--- src/door_supervisor_pkg.sv ---
package door_supervisor_pkg;

  // ----------------------------------------------------------------
  // Widths and timing
  // ----------------------------------------------------------------
  localparam int DATA_W = 16;
  localparam int ADDR_W = 8;
  localparam int CLK_HZ = 25_000_000;
  localparam int TICK_PERIOD_US = 1000;
  localparam int MS_TICK_CYCLES = (CLK_HZ / 1_000_000) * TICK_PERIOD_US;
  localparam int MS_PER_S = 1000;
  localparam int RUN_LIMIT_S = 65;

  // ----------------------------------------------------------------
  // Speeds and distances (mm/s, mm), force and load settings
  // ----------------------------------------------------------------
  localparam logic [DATA_W-1:0] UNPOW_LIMIT_RST = 16'h00fa;
  localparam logic [DATA_W-1:0] UNPOW_NEW_MOTOR = 16'h00c8;
  localparam logic [DATA_W-1:0] BRAKE_RELEASE = 16'h0032;
  localparam logic [DATA_W-1:0] BELT_MARGIN_RST = 16'h01f4;
  localparam logic [DATA_W-1:0] INVALID_WIDTH = 16'h1388;
  localparam logic [DATA_W-1:0] TOL_RST = 16'h000a;
  localparam logic [DATA_W-1:0] INIT_SPD_RST = 16'h0064;
  localparam logic [DATA_W-1:0] NORM_SPD_RST = 16'h0190;
  localparam logic [DATA_W-1:0] SLOW_SPD_RST = 16'h00c8;
  localparam logic [DATA_W-1:0] FORCE_RST = 16'h004b;
  localparam logic [DATA_W-1:0] WIDTH_RST = 16'h03e8;
  localparam logic [DATA_W-1:0] RAMP_RST = 16'h0002;
  localparam logic [7:0] LOAD_INC = 8'h04;
  localparam logic [7:0] LOAD_LIMIT = 8'h10;

  // ----------------------------------------------------------------
  // Register offsets
  // ----------------------------------------------------------------
  localparam logic [ADDR_W-1:0] OFS_CTRL = 8'h00;
  localparam logic [ADDR_W-1:0] OFS_UNPOW_LIMIT = 8'h04;
  localparam logic [ADDR_W-1:0] OFS_BELT_MARGIN = 8'h08;
  localparam logic [ADDR_W-1:0] OFS_TOLERANCE = 8'h0c;
  localparam logic [ADDR_W-1:0] OFS_INIT_OPEN = 8'h10;
  localparam logic [ADDR_W-1:0] OFS_INIT_CLOSE = 8'h14;
  localparam logic [ADDR_W-1:0] OFS_NORM_SPD = 8'h18;
  localparam logic [ADDR_W-1:0] OFS_SLOW_SPD = 8'h1c;
  localparam logic [ADDR_W-1:0] OFS_FORCE_OPEN = 8'h20;
  localparam logic [ADDR_W-1:0] OFS_FORCE_CLOSE = 8'h24;
  localparam logic [ADDR_W-1:0] OFS_WIDTH = 8'h28;
  localparam logic [ADDR_W-1:0] OFS_RAMP = 8'h2c;
  localparam logic [ADDR_W-1:0] OFS_STATUS = 8'h30;

  // Control register fields
  localparam int CTRL_FN_LSB = 0;
  localparam int CTRL_ENABLE_BIT = 2;
  localparam int CTRL_ACK_BIT = 3;

  // ----------------------------------------------------------------
  // Types
  // ----------------------------------------------------------------
  typedef enum logic {MODE_INITIAL, MODE_NORMAL} mode_t;
  typedef enum logic [1:0] {SWITCH_ON_INHIBITED_STATE, OPERATING_STATE, FAULT_STATE} seq_t;
  typedef enum logic [1:0] {DISP_NONE, DISP_CODE_4, DISP_CODE_T} disp_t;
  typedef enum logic [1:0] {FN_NONE, FN_END_POS, FN_LIGHT_CURTAIN, FN_PRESSURE_EDGE} input_fn_t;

  typedef struct packed {
    logic order_open;
    logic order_close;
    logic slow_bit;
    logic end_position_sensor;
    logic local_input_1;
    logic obstruction;
    logic moving;
    logic dir_open;
    logic deenergised;
    logic param_valid;
    logic new_motor_type;
    logic [DATA_W-1:0] speed;
    logic [DATA_W-1:0] position;
  } drive_in_t;

  typedef struct packed {
    logic slow_active;
    logic normal_mode;
    logic brake;
    logic close_inhibit;
    logic door_open;
    logic door_closed;
    logic guard_trip;
    logic edge_trip;
    logic [DATA_W-1:0] speed_set;
    logic [DATA_W-1:0] force_limit;
  } drive_out_t;

endpackage

--- src/door_drive_mode_supervisor.sv ---
// Local design decisions: the placing of the registers and the plain strobed port.
`timescale 1ns/1ps
// Function
// - Slow profile only with valid order, slow bit set and normal mode.
// - Slow profile may toggle while moving; speed ramps to new target.
// - Initial or learn mode uses fixed speeds, ignoring profile speed settings.
// - Initial mode, sensor active, order present: obstruction ends run, adopt status.
// - Fieldbus sensor value valid only in the operating state.
// - Local input 1 carries at most one sensor function at a time.
// - Power-up enters initial mode until both end stops verified.
// - Initial mode uses initial speed settings and static force limits.
// - End stop recognised when position lies within width tolerance.
// - Sequential control starts in switching-on-inhibited state.
// - High load from rapid commands delays closing and shows code 4.
// - Continuous travel one direction over 65 s raises fault 4.
// - De-energised over trigger speed: brake to 50 mm/s, then release.
// - New motor types use 200 mm/s trigger speed while the limit keeps its 250 mm/s reset value.
// - Trigger speed from limit setting; zero disables monitoring.
// - Belt break when travel exceeds door width plus margin.
// - Margin zero suppresses belt-break detection and fault.
// - Belt break shows code t and enters fault state.
// - Invalid parameter set uses 5 m door width.
// - With end sensor, restart from closed at normal speed at once.
module door_drive_mode_supervisor
  import door_supervisor_pkg::*;
#(
  parameter int MS_CYCLES = MS_TICK_CYCLES
) (
  // Clock and reset
  input wire logic core_clk,
  input wire logic rst_n,
  // Register port
  input wire logic [ADDR_W-1:0] reg_addr,
  input wire logic [DATA_W-1:0] reg_wdata,
  input wire logic reg_wr,
  input wire logic reg_rd,
  output logic [DATA_W-1:0] reg_rdata,
  // Drive orders, sensors and motor feedback
  input wire drive_in_t drv_in,
  // Drive control and status
  output drive_out_t drv_out,
  output mode_t mode,
  output seq_t seq_state,
  output disp_t segment_display
);

  // ----------------------------------------------------------------
  // State
  // ----------------------------------------------------------------
  typedef struct packed {
    mode_t mode;
    seq_t seq;
    disp_t disp;
    logic open_seen;
    logic closed_seen;
    logic door_open;
    logic door_closed;
    logic brake;
    logic last_moving;
    logic last_dir;
    logic last_order_open;
    logic [7:0] load;
    logic [15:0] ms_cnt;
    logic [9:0] sec_ms;
    logic [7:0] run_s;
    logic [DATA_W-1:0] spd;
    logic [DATA_W-1:0] start_pos;
    logic [DATA_W-1:0] rdata;
    logic [3:0] ctrl;
    logic [DATA_W-1:0] unpow_limit;
    logic [DATA_W-1:0] belt_margin;
    logic [DATA_W-1:0] tol;
    logic [DATA_W-1:0] init_open;
    logic [DATA_W-1:0] init_close;
    logic [DATA_W-1:0] norm_spd;
    logic [DATA_W-1:0] slow_spd;
    logic [DATA_W-1:0] force_open;
    logic [DATA_W-1:0] force_close;
    logic [DATA_W-1:0] width;
    logic [DATA_W-1:0] ramp;
  } state_t;

  state_t s_q;
  state_t s_d;

  // ----------------------------------------------------------------
  // Derived terms
  // ----------------------------------------------------------------
  input_fn_t fn_sel;
  logic order_valid;
  logic sensor_valid;
  logic ms_tick;
  logic sec_tick;
  logic [DATA_W-1:0] target;
  logic [DATA_W-1:0] trigger;
  logic [DATA_W-1:0] eff_width;
  logic [DATA_W:0] belt_limit;
  logic [DATA_W-1:0] travel;
  logic belt_break;
  logic run_over;
  logic at_closed;
  logic at_open;

  // Function select lives in the control register; one value means one function
  assign fn_sel = input_fn_t'(s_q.ctrl[CTRL_FN_LSB +: 2]);
  assign order_valid = drv_in.order_open | drv_in.order_close;
  // Fieldbus copy only counts in the operating state, local copy only if selected
  assign sensor_valid = (fn_sel == FN_END_POS && drv_in.local_input_1) ||
                        (s_q.seq == OPERATING_STATE && drv_in.end_position_sensor);
  assign ms_tick = (s_q.ms_cnt == 16'(MS_CYCLES - 1));
  assign sec_tick = ms_tick && (s_q.sec_ms == 10'(MS_PER_S - 1));

  // Speed target: initial mode ignores both profile speed settings
  always_comb begin
    if (!order_valid) begin
      target = '0;
    end else if (s_q.mode == MODE_INITIAL) begin
      target = drv_in.order_open ? s_q.init_open : s_q.init_close;
    end else if (drv_in.slow_bit) begin
      target = s_q.slow_spd;
    end else begin
      target = s_q.norm_spd;
    end
  end

  // Trigger speed: a zero limit switches monitoring off altogether
  always_comb begin
    if (s_q.unpow_limit == '0) begin
      trigger = '0;
    end else if (drv_in.new_motor_type && s_q.unpow_limit == UNPOW_LIMIT_RST) begin
      trigger = UNPOW_NEW_MOTOR;
    end else begin
      trigger = s_q.unpow_limit;
    end
  end

  // Belt check distance; the worst-case width covers a lost parameter set
  assign eff_width = drv_in.param_valid ? s_q.width : INVALID_WIDTH;
  assign belt_limit = {1'b0, eff_width} + {1'b0, s_q.belt_margin};
  assign travel = (drv_in.position >= s_q.start_pos) ? drv_in.position - s_q.start_pos :
                  s_q.start_pos - drv_in.position;
  assign belt_break = drv_in.moving && s_q.last_moving && (s_q.belt_margin != '0) &&
                      ({1'b0, travel} > belt_limit) && (s_q.seq != FAULT_STATE);
  assign run_over = (s_q.run_s > 8'(RUN_LIMIT_S)) && (s_q.seq != FAULT_STATE);
  // End-stop windows around the learned positions
  assign at_closed = drv_in.position <= s_q.tol;
  assign at_open = ({1'b0, drv_in.position} + {1'b0, s_q.tol} >= {1'b0, s_q.width}) &&
                   ({1'b0, drv_in.position} <= {1'b0, s_q.width} + {1'b0, s_q.tol});

  // ----------------------------------------------------------------
  // Next state
  // ----------------------------------------------------------------
  always_comb begin
    s_d = s_q;
    s_d.last_moving = drv_in.moving;
    s_d.last_dir = drv_in.dir_open;
    s_d.last_order_open = drv_in.order_open;

    // Millisecond and second dividers
    s_d.ms_cnt = ms_tick ? '0 : s_q.ms_cnt + 16'h0001;
    if (ms_tick) begin
      s_d.sec_ms = (s_q.sec_ms == 10'(MS_PER_S - 1)) ? '0 : s_q.sec_ms + 10'h001;
    end

    // Register writes
    if (reg_wr) begin
      case (reg_addr)
        OFS_CTRL: s_d.ctrl = {1'b0, reg_wdata[CTRL_ENABLE_BIT], reg_wdata[CTRL_FN_LSB +: 2]};
        OFS_UNPOW_LIMIT: s_d.unpow_limit = reg_wdata;
        OFS_BELT_MARGIN: s_d.belt_margin = reg_wdata;
        OFS_TOLERANCE: s_d.tol = reg_wdata;
        OFS_INIT_OPEN: s_d.init_open = reg_wdata;
        OFS_INIT_CLOSE: s_d.init_close = reg_wdata;
        OFS_NORM_SPD: s_d.norm_spd = reg_wdata;
        OFS_SLOW_SPD: s_d.slow_spd = reg_wdata;
        OFS_FORCE_OPEN: s_d.force_open = reg_wdata;
        OFS_FORCE_CLOSE: s_d.force_close = reg_wdata;
        OFS_WIDTH: s_d.width = reg_wdata;
        OFS_RAMP: s_d.ramp = reg_wdata;
        default: s_d.ctrl = s_q.ctrl;
      endcase
    end

    // Register reads: data stands in the following cycle only
    s_d.rdata = '0;
    if (reg_rd) begin
      case (reg_addr)
        OFS_CTRL: s_d.rdata = {12'h000, s_q.ctrl};
        OFS_UNPOW_LIMIT: s_d.rdata = s_q.unpow_limit;
        OFS_BELT_MARGIN: s_d.rdata = s_q.belt_margin;
        OFS_TOLERANCE: s_d.rdata = s_q.tol;
        OFS_INIT_OPEN: s_d.rdata = s_q.init_open;
        OFS_INIT_CLOSE: s_d.rdata = s_q.init_close;
        OFS_NORM_SPD: s_d.rdata = s_q.norm_spd;
        OFS_SLOW_SPD: s_d.rdata = s_q.slow_spd;
        OFS_FORCE_OPEN: s_d.rdata = s_q.force_open;
        OFS_FORCE_CLOSE: s_d.rdata = s_q.force_close;
        OFS_WIDTH: s_d.rdata = s_q.width;
        OFS_RAMP: s_d.rdata = s_q.ramp;
        OFS_STATUS: s_d.rdata = {3'h0, s_q.load[7:4], s_q.mode, s_q.seq, s_q.disp, s_q.open_seen,
                                 s_q.closed_seen, s_q.brake, s_q.door_open};
        default: s_d.rdata = '0;
      endcase
    end

    // Ramp towards the target once per millisecond, also during travel
    if (ms_tick) begin
      if (s_q.spd < target) begin
        s_d.spd = (target - s_q.spd > s_q.ramp) ? s_q.spd + s_q.ramp : target;
      end else if (s_q.spd > target) begin
        s_d.spd = (s_q.spd - target > s_q.ramp) ? s_q.spd - s_q.ramp : target;
      end
    end

    // Unpowered-motion guard: brake until speed falls to the release level
    if (!s_q.brake) begin
      if (drv_in.deenergised && trigger != '0 && drv_in.speed > trigger) begin
        s_d.brake = 1'b1;
      end
    end else if (drv_in.speed <= BRAKE_RELEASE) begin
      s_d.brake = 1'b0;
    end

    // Thermal load estimate: each new opening adds, each second drains
    if (drv_in.order_open && !s_q.last_order_open) begin
      s_d.load = (s_q.load > 8'hff - LOAD_INC) ? 8'hff : s_q.load + LOAD_INC;
    end else if (sec_tick && s_q.load != 8'h00) begin
      s_d.load = s_q.load - 8'h01;
    end

    // Continuous-run timer, restarted by a stop or a reversal
    if (!drv_in.moving || drv_in.dir_open != s_q.last_dir || !s_q.last_moving) begin
      s_d.run_s = '0;
    end else if (sec_tick && s_q.run_s != 8'hff) begin
      s_d.run_s = s_q.run_s + 8'h01;
    end

    // Belt reference point taken at each start and each reversal
    if (drv_in.moving && (!s_q.last_moving || drv_in.dir_open != s_q.last_dir)) begin
      s_d.start_pos = drv_in.position;
    end

    // Display: load warning while no fault is latched
    if (s_q.seq != FAULT_STATE) begin
      s_d.disp = (s_q.load >= LOAD_LIMIT) ? DISP_CODE_4 : DISP_NONE;
    end

    // Mode handling
    if (s_q.mode == MODE_INITIAL) begin
      if (drv_in.obstruction && sensor_valid && order_valid) begin
        s_d.mode = MODE_NORMAL;
        s_d.door_open = drv_in.order_open;
        s_d.door_closed = !drv_in.order_open;
      end else if (sensor_valid && !drv_in.moving && drv_in.order_open) begin
        s_d.mode = MODE_NORMAL;
        s_d.door_closed = 1'b1;
      end else if (drv_in.obstruction) begin
        if (at_closed) begin
          s_d.closed_seen = 1'b1;
        end
        if (at_open) begin
          s_d.open_seen = 1'b1;
        end
      end
      if (s_q.open_seen && s_q.closed_seen) begin
        s_d.mode = MODE_NORMAL;
      end
    end else if (drv_in.obstruction && !drv_in.moving) begin
      s_d.door_open = at_open;
      s_d.door_closed = at_closed;
    end else if (drv_in.moving) begin
      s_d.door_open = 1'b0;
      s_d.door_closed = 1'b0;
    end

    // Sequential control; faults win over the enable, but none is raised in the fault state, so an acknowledge always clears
    case (s_q.seq)
      SWITCH_ON_INHIBITED_STATE: begin
        if (s_q.ctrl[CTRL_ENABLE_BIT]) begin
          s_d.seq = OPERATING_STATE;
        end
      end
      OPERATING_STATE: begin
        if (!s_q.ctrl[CTRL_ENABLE_BIT]) begin
          s_d.seq = SWITCH_ON_INHIBITED_STATE;
        end
      end
      FAULT_STATE: begin
        if (reg_wr && reg_addr == OFS_CTRL && reg_wdata[CTRL_ACK_BIT]) begin
          s_d.seq = SWITCH_ON_INHIBITED_STATE;
          s_d.disp = DISP_NONE;
        end
      end
      default: s_d.seq = SWITCH_ON_INHIBITED_STATE;
    endcase
    if (run_over) begin
      s_d.seq = FAULT_STATE;
      s_d.disp = DISP_CODE_4;
    end
    if (belt_break) begin
      s_d.seq = FAULT_STATE;
      s_d.disp = DISP_CODE_T;
    end
  end

  // ----------------------------------------------------------------
  // State register
  // ----------------------------------------------------------------
  always_ff @(posedge core_clk or negedge rst_n) begin
    if (!rst_n) begin
      s_q <= '0;
      s_q.mode <= MODE_INITIAL;
      s_q.seq <= SWITCH_ON_INHIBITED_STATE;
      s_q.disp <= DISP_NONE;
      s_q.unpow_limit <= UNPOW_LIMIT_RST;
      s_q.belt_margin <= BELT_MARGIN_RST;
      s_q.tol <= TOL_RST;
      s_q.init_open <= INIT_SPD_RST;
      s_q.init_close <= INIT_SPD_RST;
      s_q.norm_spd <= NORM_SPD_RST;
      s_q.slow_spd <= SLOW_SPD_RST;
      s_q.force_open <= FORCE_RST;
      s_q.force_close <= FORCE_RST;
      s_q.width <= WIDTH_RST;
      s_q.ramp <= RAMP_RST;
    end else begin
      s_q <= s_d;
    end
  end

  // ----------------------------------------------------------------
  // Outputs
  // ----------------------------------------------------------------
  assign reg_rdata = s_q.rdata;
  assign mode = s_q.mode;
  assign seq_state = s_q.seq;
  assign segment_display = s_q.disp;
  assign drv_out.slow_active = order_valid && drv_in.slow_bit && s_q.mode == MODE_NORMAL;
  assign drv_out.normal_mode = (s_q.mode == MODE_NORMAL);
  assign drv_out.brake = s_q.brake;
  // Holding the door open longer is how the motor gets to cool
  assign drv_out.close_inhibit = (s_q.load >= LOAD_LIMIT);
  assign drv_out.door_open = s_q.door_open;
  assign drv_out.door_closed = s_q.door_closed;
  assign drv_out.guard_trip = fn_sel == FN_LIGHT_CURTAIN && drv_in.local_input_1;
  assign drv_out.edge_trip = fn_sel == FN_PRESSURE_EDGE && drv_in.local_input_1;
  assign drv_out.speed_set = s_q.spd;
  assign drv_out.force_limit = drv_in.order_open ? s_q.force_open : s_q.force_close;

  // ----------------------------------------------------------------
  // Assertions
  // ----------------------------------------------------------------
  AST_SLOW_ONLY_NORMAL: assert property (@(posedge core_clk) disable iff (!rst_n)
    drv_out.slow_active |-> (drv_out.normal_mode && target == s_q.slow_spd))
    else $error("slow profile outside normal mode");
  AST_INIT_SPEED: assert property (@(posedge core_clk) disable iff (!rst_n)
    (s_q.mode == MODE_INITIAL && drv_in.order_open) |-> target == s_q.init_open)
    else $error("initial mode not using initial speed");
  AST_RAMP_STEP: assert property (@(posedge core_clk) disable iff (!rst_n)
    (ms_tick && target > s_q.spd && target - s_q.spd > s_q.ramp) |=> s_q.spd == $past(s_q.spd) + $past(s_q.ramp))
    else $error("ramp step wrong");
  AST_RUN_FAULT: assert property (@(posedge core_clk) disable iff (!rst_n)
    run_over |=> (s_q.seq == FAULT_STATE && (s_q.disp == DISP_CODE_4 || s_q.disp == DISP_CODE_T)))
    else $error("run limit fault missing");
  AST_BRAKE_SET: assert property (@(posedge core_clk) disable iff (!rst_n)
    (!s_q.brake && drv_in.deenergised && trigger != '0 && drv_in.speed > trigger) |=> s_q.brake)
    else $error("unpowered motion not braked");
  AST_LIMIT_ZERO: assert property (@(posedge core_clk) disable iff (!rst_n)
    (!s_q.brake && s_q.unpow_limit == '0) |=> !s_q.brake)
    else $error("disabled monitor braked");
  AST_BELT_SUPPRESS: assert property (@(posedge core_clk) disable iff (!rst_n)
    (s_q.belt_margin == '0 && s_q.disp != DISP_CODE_T) |=> s_q.disp != DISP_CODE_T)
    else $error("belt fault with zero margin");
  AST_BELT_FAULT: assert property (@(posedge core_clk) disable iff (!rst_n)
    belt_break |=> (s_q.seq == FAULT_STATE && s_q.disp == DISP_CODE_T))
    else $error("belt break not reported");
  AST_ONE_FUNCTION: assert property (@(posedge core_clk) disable iff (!rst_n)
    !(drv_out.guard_trip && drv_out.edge_trip))
    else $error("two sensor functions on input 1");

endmodule

--- config.mk ---
export PLATFORM = sky130hd
export DESIGN_NAME = door_drive_mode_supervisor
export DESIGN_NICKNAME = d
export VERILOG_FILES = /design/src/door_supervisor_pkg.sv /design/src/door_drive_mode_supervisor.sv
export SDC_FILE = /design/constraint.sdc
export NUM_CORES = 1
export LEC_CHECK = 0
export ABC_AREA = 1
export BUFFER_PORTS_ARGS = -buffer_cell sky130_fd_sc_hd__buf_2
export CAP_MARGIN = 25
export CORE_MARGIN = 5
export CORE_UTILIZATION = 24
export DETAILED_ROUTE_END_ITERATION = 16
export HOLD_SLACK_MARGIN = 0.08
export PLACE_DENSITY_LB_ADDON = 0.1
export SLEW_MARGIN = 20
export SYNTH_ARGS = -nofsm -noshare
export SYNTH_HDL_FRONTEND = slang
export SYNTH_SLANG_ARGS = --single-unit
--- constraint.sdc ---
create_clock -name core_clk -period 4.9 [get_ports core_clk]
set_input_delay 0.98 -clock core_clk [delete_from_list [all_inputs] [get_ports core_clk]]
set_output_delay 0.98 -clock core_clk [all_outputs]
set_load 0.02 [all_outputs]
==> metrics.txt <==
# TYPE chip_impl_metric gauge
chip_impl_info{name="run_status",value="finished clean"} 1
chip_impl_metric{name="r2r_cells",unit=""} 26
chip_impl_info{name="endpoint_kind",value="flip-flop"} 1
chip_impl_metric{name="maxCapViolations",unit=""} 0
chip_impl_metric{name="worst_ep_arrival_time",unit="ns"} 4.86
chip_impl_metric{name="asyncSetResetFlopFracSynth",unit="%"} 100
chip_impl_info{name="rsz0062_at_grt",value="no"} 1
chip_impl_metric{name="fin_crit_sh",unit="%"} 89.1
chip_impl_info{name="worstSetupPathType",value="in2reg"} 1
chip_impl_info{name="timing.critical_path.from",value="drv_in[42]"} 1
chip_impl_metric{name="globalRouteTotalUtil",unit="%"} 19.4
chip_impl_metric{name="maxSlewHeadroom",unit="%"} 32.6
chip_impl_metric{name="finalClockSkew",unit="ns"} 0.0370
chip_impl_metric{name="max_freq",unit="MHz"} 229
chip_impl_metric{name="holdWs",unit="ns"} 0.387
chip_impl_metric{name="ioPinCount",unit=""} 132
chip_impl_metric{name="max_transition_viols_final",unit=""} 0
chip_impl_metric{name="post_synthesis_compound_gate_area_fraction",unit="%"} 19.0
chip_impl_metric{name="maximum_buffer_depth_of_the_clock_tree",unit=""} 3
chip_impl_metric{name="num_vias",unit=""} 22800
chip_impl_metric{name="postRouteAntennaNets",unit=""} 0
chip_impl_metric{name="pre_cts_slack",unit="ns"} -0.158
chip_impl_metric{name="synth-edff-count",unit=""} 0
chip_impl_metric{name="vias_per_cell",unit=""} 4.78
chip_impl_metric{name="synth.yosys.seq_area_share",unit="%"} 29.9
chip_impl_metric{name="areaGrowthSynthToFinish",unit="%"} 17.6
chip_impl_metric{name="filler_cell_count",unit=""} 10900
chip_impl_metric{name="place_inst",unit=""} 4682
chip_impl_info{name="ys_top_cells_by_area",value="sky130_fd_sc_hd__dfrtp_1 25%, sky130_fd_sc_hd__ha_1 14%, sky130_fd_sc_hd__nand2_1 12%"} 1
chip_impl_metric{name="final_net_count",unit=""} 3786
chip_impl_metric{name="finalWeightedCongestion",unit=""} 0.880
chip_impl_info{name="reg_to_reg_start",value="mode$_DFF_PN0_"} 1
chip_impl_info{name="min_delay_worst_type",value="in2async"} 1
chip_impl_metric{name="drt_iter0_markers",unit=""} 1793
chip_impl_metric{name="total_overflow_reported_by_the_global_router",unit=""} 0
chip_impl_metric{name="synthXorXnorAreaFrac",unit="%"} 4.46
chip_impl_metric{name="global_route_wire_length_before_repair",unit="µm"} 154000
chip_impl_metric{name="finish.cell_count_without_fillers",unit=""} 4765
chip_impl_info{name="cts_tree",value="built"} 1
chip_impl_metric{name="synth_warnings",unit=""} 0
chip_impl_metric{name="synth_cells",unit=""} 3279
chip_impl_metric{name="grt_pass1_vias",unit=""} 22600
chip_impl_metric{name="die-height",unit="µm"} 325
chip_impl_metric{name="leakage",unit="nW"} 13.4
chip_impl_metric{name="worst-path-max-fanout",unit=""} 15
chip_impl_metric{name="r2r_slack",unit="ns"} 0.56
chip_impl_metric{name="timing.final.hold_violations",unit=""} 0
chip_impl_info{name="setup.worst_path.start_class",value="input port"} 1
chip_impl_metric{name="insertedDiodeCount",unit=""} 0
chip_impl_metric{name="postSynthAreaPerCell",unit="µm²"} 7.24
chip_impl_metric{name="h_tree_levels",unit=""} 2
chip_impl_metric{name="setup_viol",unit=""} 0
chip_impl_metric{name="finalWirelength",unit="µm"} 105000
chip_impl_metric{name="fp.dieW",unit="µm"} 325
chip_impl_metric{name="post_synth_num_cell_types",unit=""} 66
chip_impl_metric{name="clock_insertion_delay_worst_skew",unit="ns"} 0.64
chip_impl_info{name="dominantRegCellSynth",value="sky130_fd_sc_hd__dfrtp_1"} 1
chip_impl_metric{name="clkSlewWorstSetupHoldPaths",unit="ns"} 0.05
chip_impl_metric{name="timing_worst_slew_pin_value",unit="ns"} 1.01
chip_impl_info{name="worst_r2r_endpoint",value="drv_out[30]$_DFFE_PN0P_"} 1
chip_impl_metric{name="mappedNetlistNets",unit=""} 3621
chip_impl_metric{name="place.detailed.hpwl",unit="µm"} 84500
chip_impl_metric{name="tritoncts.num_buffers",unit=""} 42
chip_impl_metric{name="initial_utilization",unit="%"} 24.2
chip_impl_metric{name="postLayoutSetupSlackWorst",unit="ns"} 0.536
chip_impl_metric{name="wl_per_cell",unit="µm"} 22.0
chip_impl_metric{name="synth-adder-area-share",unit="%"} 14.6
chip_impl_metric{name="power_density",unit="nW/µm²"} 290
chip_impl_info{name="clock_root_buffer",value="sky130_fd_sc_hd__clkbuf_16"} 1
chip_impl_metric{name="synth_top_area_share",unit="%"} 25.4
chip_impl_info{name="timing.critical_path.to",value="drv_out[20]$_DFFE_PN0P_"} 1
chip_impl_info{name="largest_area_contributor_in_the_netlist",value="sky130_fd_sc_hd__dfrtp_1"} 1
chip_impl_metric{name="cts.sink_count",unit=""} 282
chip_impl_metric{name="synth_area",unit="µm²"} 23800
chip_impl_metric{name="io_buffers",unit=""} 131
chip_impl_info{name="dominant_combinational_cell_family_by_area_after_synthesis",value="simple AND/OR/NAND/NOR gates"} 1
chip_impl_metric{name="placeable_core_region",unit="µm²"} 98300
chip_impl_metric{name="final_layout_size_suffix_gt1_share",unit="%"} 12.7
chip_impl_metric{name="dieArea",unit="µm²"} 105000
chip_impl_metric{name="power.ir.vdd_worst",unit="mV"} 0.212
chip_impl_metric{name="simple_gate_fraction_of_synth_area",unit="%"} 21.6
chip_impl_metric{name="timing.critical_path.required",unit="ns"} 5.39
chip_impl_metric{name="detail_route.drc_violations",unit=""} 0
chip_impl_metric{name="crit_path_time_final",unit="ns"} 4.36
chip_impl_metric{name="first_pass_iters",unit=""} 7
chip_impl_metric{name="yosys-mux-area-fraction",unit="%"} 0
chip_impl_metric{name="row_count",unit=""} 115
chip_impl_metric{name="post_cts_buffers",unit=""} 0
chip_impl_metric{name="grt_start_max_net_pins",unit=""} 84
chip_impl_metric{name="ys_ff_latch",unit=""} 282
chip_impl_metric{name="antenna_found_initial",unit=""} 7
## registers in the layout (all words and copies together), names as in the netlist
name             count
mode                 1
seq_state            2
s_q                240
reg_rdata           16
segment_display      2
fn_sel               2
drv_out             19
## worst max-delay path, cell delays in order
cell and delay [ns]:
sky130_fd_sc_hd__buf_2 0.24, sky130_fd_sc_hd__inv_1 0.14, sky130_fd_sc_hd__a21oi_1 0.14, sky130_fd_sc_hd__o21ai_0 0.09
sky130_fd_sc_hd__a21oi_1 0.30, sky130_fd_sc_hd__buf_4 0.20, sky130_fd_sc_hd__inv_1 0.05, sky130_fd_sc_hd__ha_1 0.19
sky130_fd_sc_hd__a21oi_1 0.17, sky130_fd_sc_hd__inv_1 0.06, sky130_fd_sc_hd__a21oi_1 0.19, sky130_fd_sc_hd__o221ai_1 0.23
sky130_fd_sc_hd__nand2_1 0.11, sky130_fd_sc_hd__o2111ai_1 0.13, sky130_fd_sc_hd__xor2_1 0.18, sky130_fd_sc_hd__ha_1 0.32
sky130_fd_sc_hd__a21oi_1 0.14, sky130_fd_sc_hd__o21ai_0 0.10, sky130_fd_sc_hd__nor2_1 0.23, sky130_fd_sc_hd__nand2_1 0.08
sky130_fd_sc_hd__nand2_1 0.11, sky130_fd_sc_hd__buf_12 0.15, sky130_fd_sc_hd__nand2_1 0.05, sky130_fd_sc_hd__o211ai_1 0.09
sky130_fd_sc_hd__nand2_1 0.07, sky130_fd_sc_hd__nand2_1 0.06, sky130_fd_sc_hd__nand2_1 0.04
## through the flow
step                utilization (%)  instance area, µm²  power (mW)  setup TNS [ns]
CTS                            28.4               27900        8.23               0
finish                         28.4               27900        8.11               0
detailed placement             26.9               26400        4.90           -2.18
floorplan                         -               23800        4.02               0
global placement               26.8               26300        4.92           -1.04
global route                   28.4               27900        8.61               0
## cell usage in the layout (no fill, tap or decap), types with 22 or more instances in the layout
master,count
sky130_fd_sc_hd__o211ai_1,23
sky130_fd_sc_hd__ha_1,262
sky130_fd_sc_hd__nor3_1,50
sky130_fd_sc_hd__buf_2,131
sky130_fd_sc_hd__nand3_1,124
sky130_fd_sc_hd__xor2_1,99
sky130_fd_sc_hd__dfrtp_1,241
sky130_fd_sc_hd__buf_4,127
sky130_fd_sc_hd__a31oi_1,24
sky130_fd_sc_hd__o21ai_0,337
sky130_fd_sc_hd__nor2_1,167
sky130_fd_sc_hd__nand2_1,783
sky130_fd_sc_hd__dfstp_2,41
sky130_fd_sc_hd__a21oi_1,234
sky130_fd_sc_hd__xnor2_1,22
sky130_fd_sc_hd__a221oi_1,37
sky130_fd_sc_hd__clkbuf_16,43
sky130_fd_sc_hd__nand4_1,33
sky130_fd_sc_hd__o22ai_1,31
sky130_fd_sc_hd__inv_1,430
## kinds of logic after synthesis
kind of cell / Yosys count
fa+ha+maj: 271
buf+inv: 595
xor+xnor: 121
flops: 282
simple gates: 1216
compound gates: 794
## how the worst min path moves through the flow
stage	endpoint	slack, ns	depth (start not counted)
4_1_cts	s_q[206]$_DFFE_PN0P_	0.39	1
5_1_grt	s_q[206]$_DFFE_PN0P_	0.44	1
3_3_place_gp	s_q[246]$_DFF_PN0_	0.45	1
3_5_place_dp	s_q[246]$_DFF_PN0_	0.45	1
2_1_floorplan	s_q[246]$_DFF_PN0_	0.42	1
6_report	s_q[206]$_DFFE_PN0P_	0.39	1
## Yosys cell counts (all sizes together), types with 6 or more instances
library cell  number
nand2            794
inv              440
o21ai            358
ha               262
dfrtp            241
a21oi            239
nor2             174
nand3            127
xor2              99
clkbuf            79
buf               73
nor3              55
dfstp             41
a221oi            37
nand4             35
o22ai             32
a31oi             24
o211ai            23
xnor2             22
nor4              19
o21bai            15
o21a              14
a21o              11
a211oi             9
fa                 9
o2111ai            7
a21boi             6
## timing repair
action,in CTS,in global routing
endpoints found under the hold margin,0,0
setup endpoints to repair,0,3
gates resized for setup,0,2
hold buffers,0,0
## layer usage
metal	share of wire [%]	track usage (%)
met3	5.1	2.88
met5	0.020	0
met1	49	27.9
met4	1.8	3.89
met2	44	30.9
## power breakdown
group	switching, mW	internal (mW)
clock	1.30	1.96
sequential	0.167	2.47
combinational	1.42	0.799
## area by class of cell
type / count / area, µm² / area share, %
multi-input combinational: 2402 / 14200 / 50.8
clock inverter: 18 / 253 / 0.905
clock buffer: 60 / 1220 / 4.37
timing repair buffer: 273 / 1900 / 6.80
inverter: 443 / 1670 / 5.96
tap: 1287 / 1610 / 5.76
sequential: 282 / 7110 / 25.4
No activity file was read; power rests on OpenSTA's default activity.
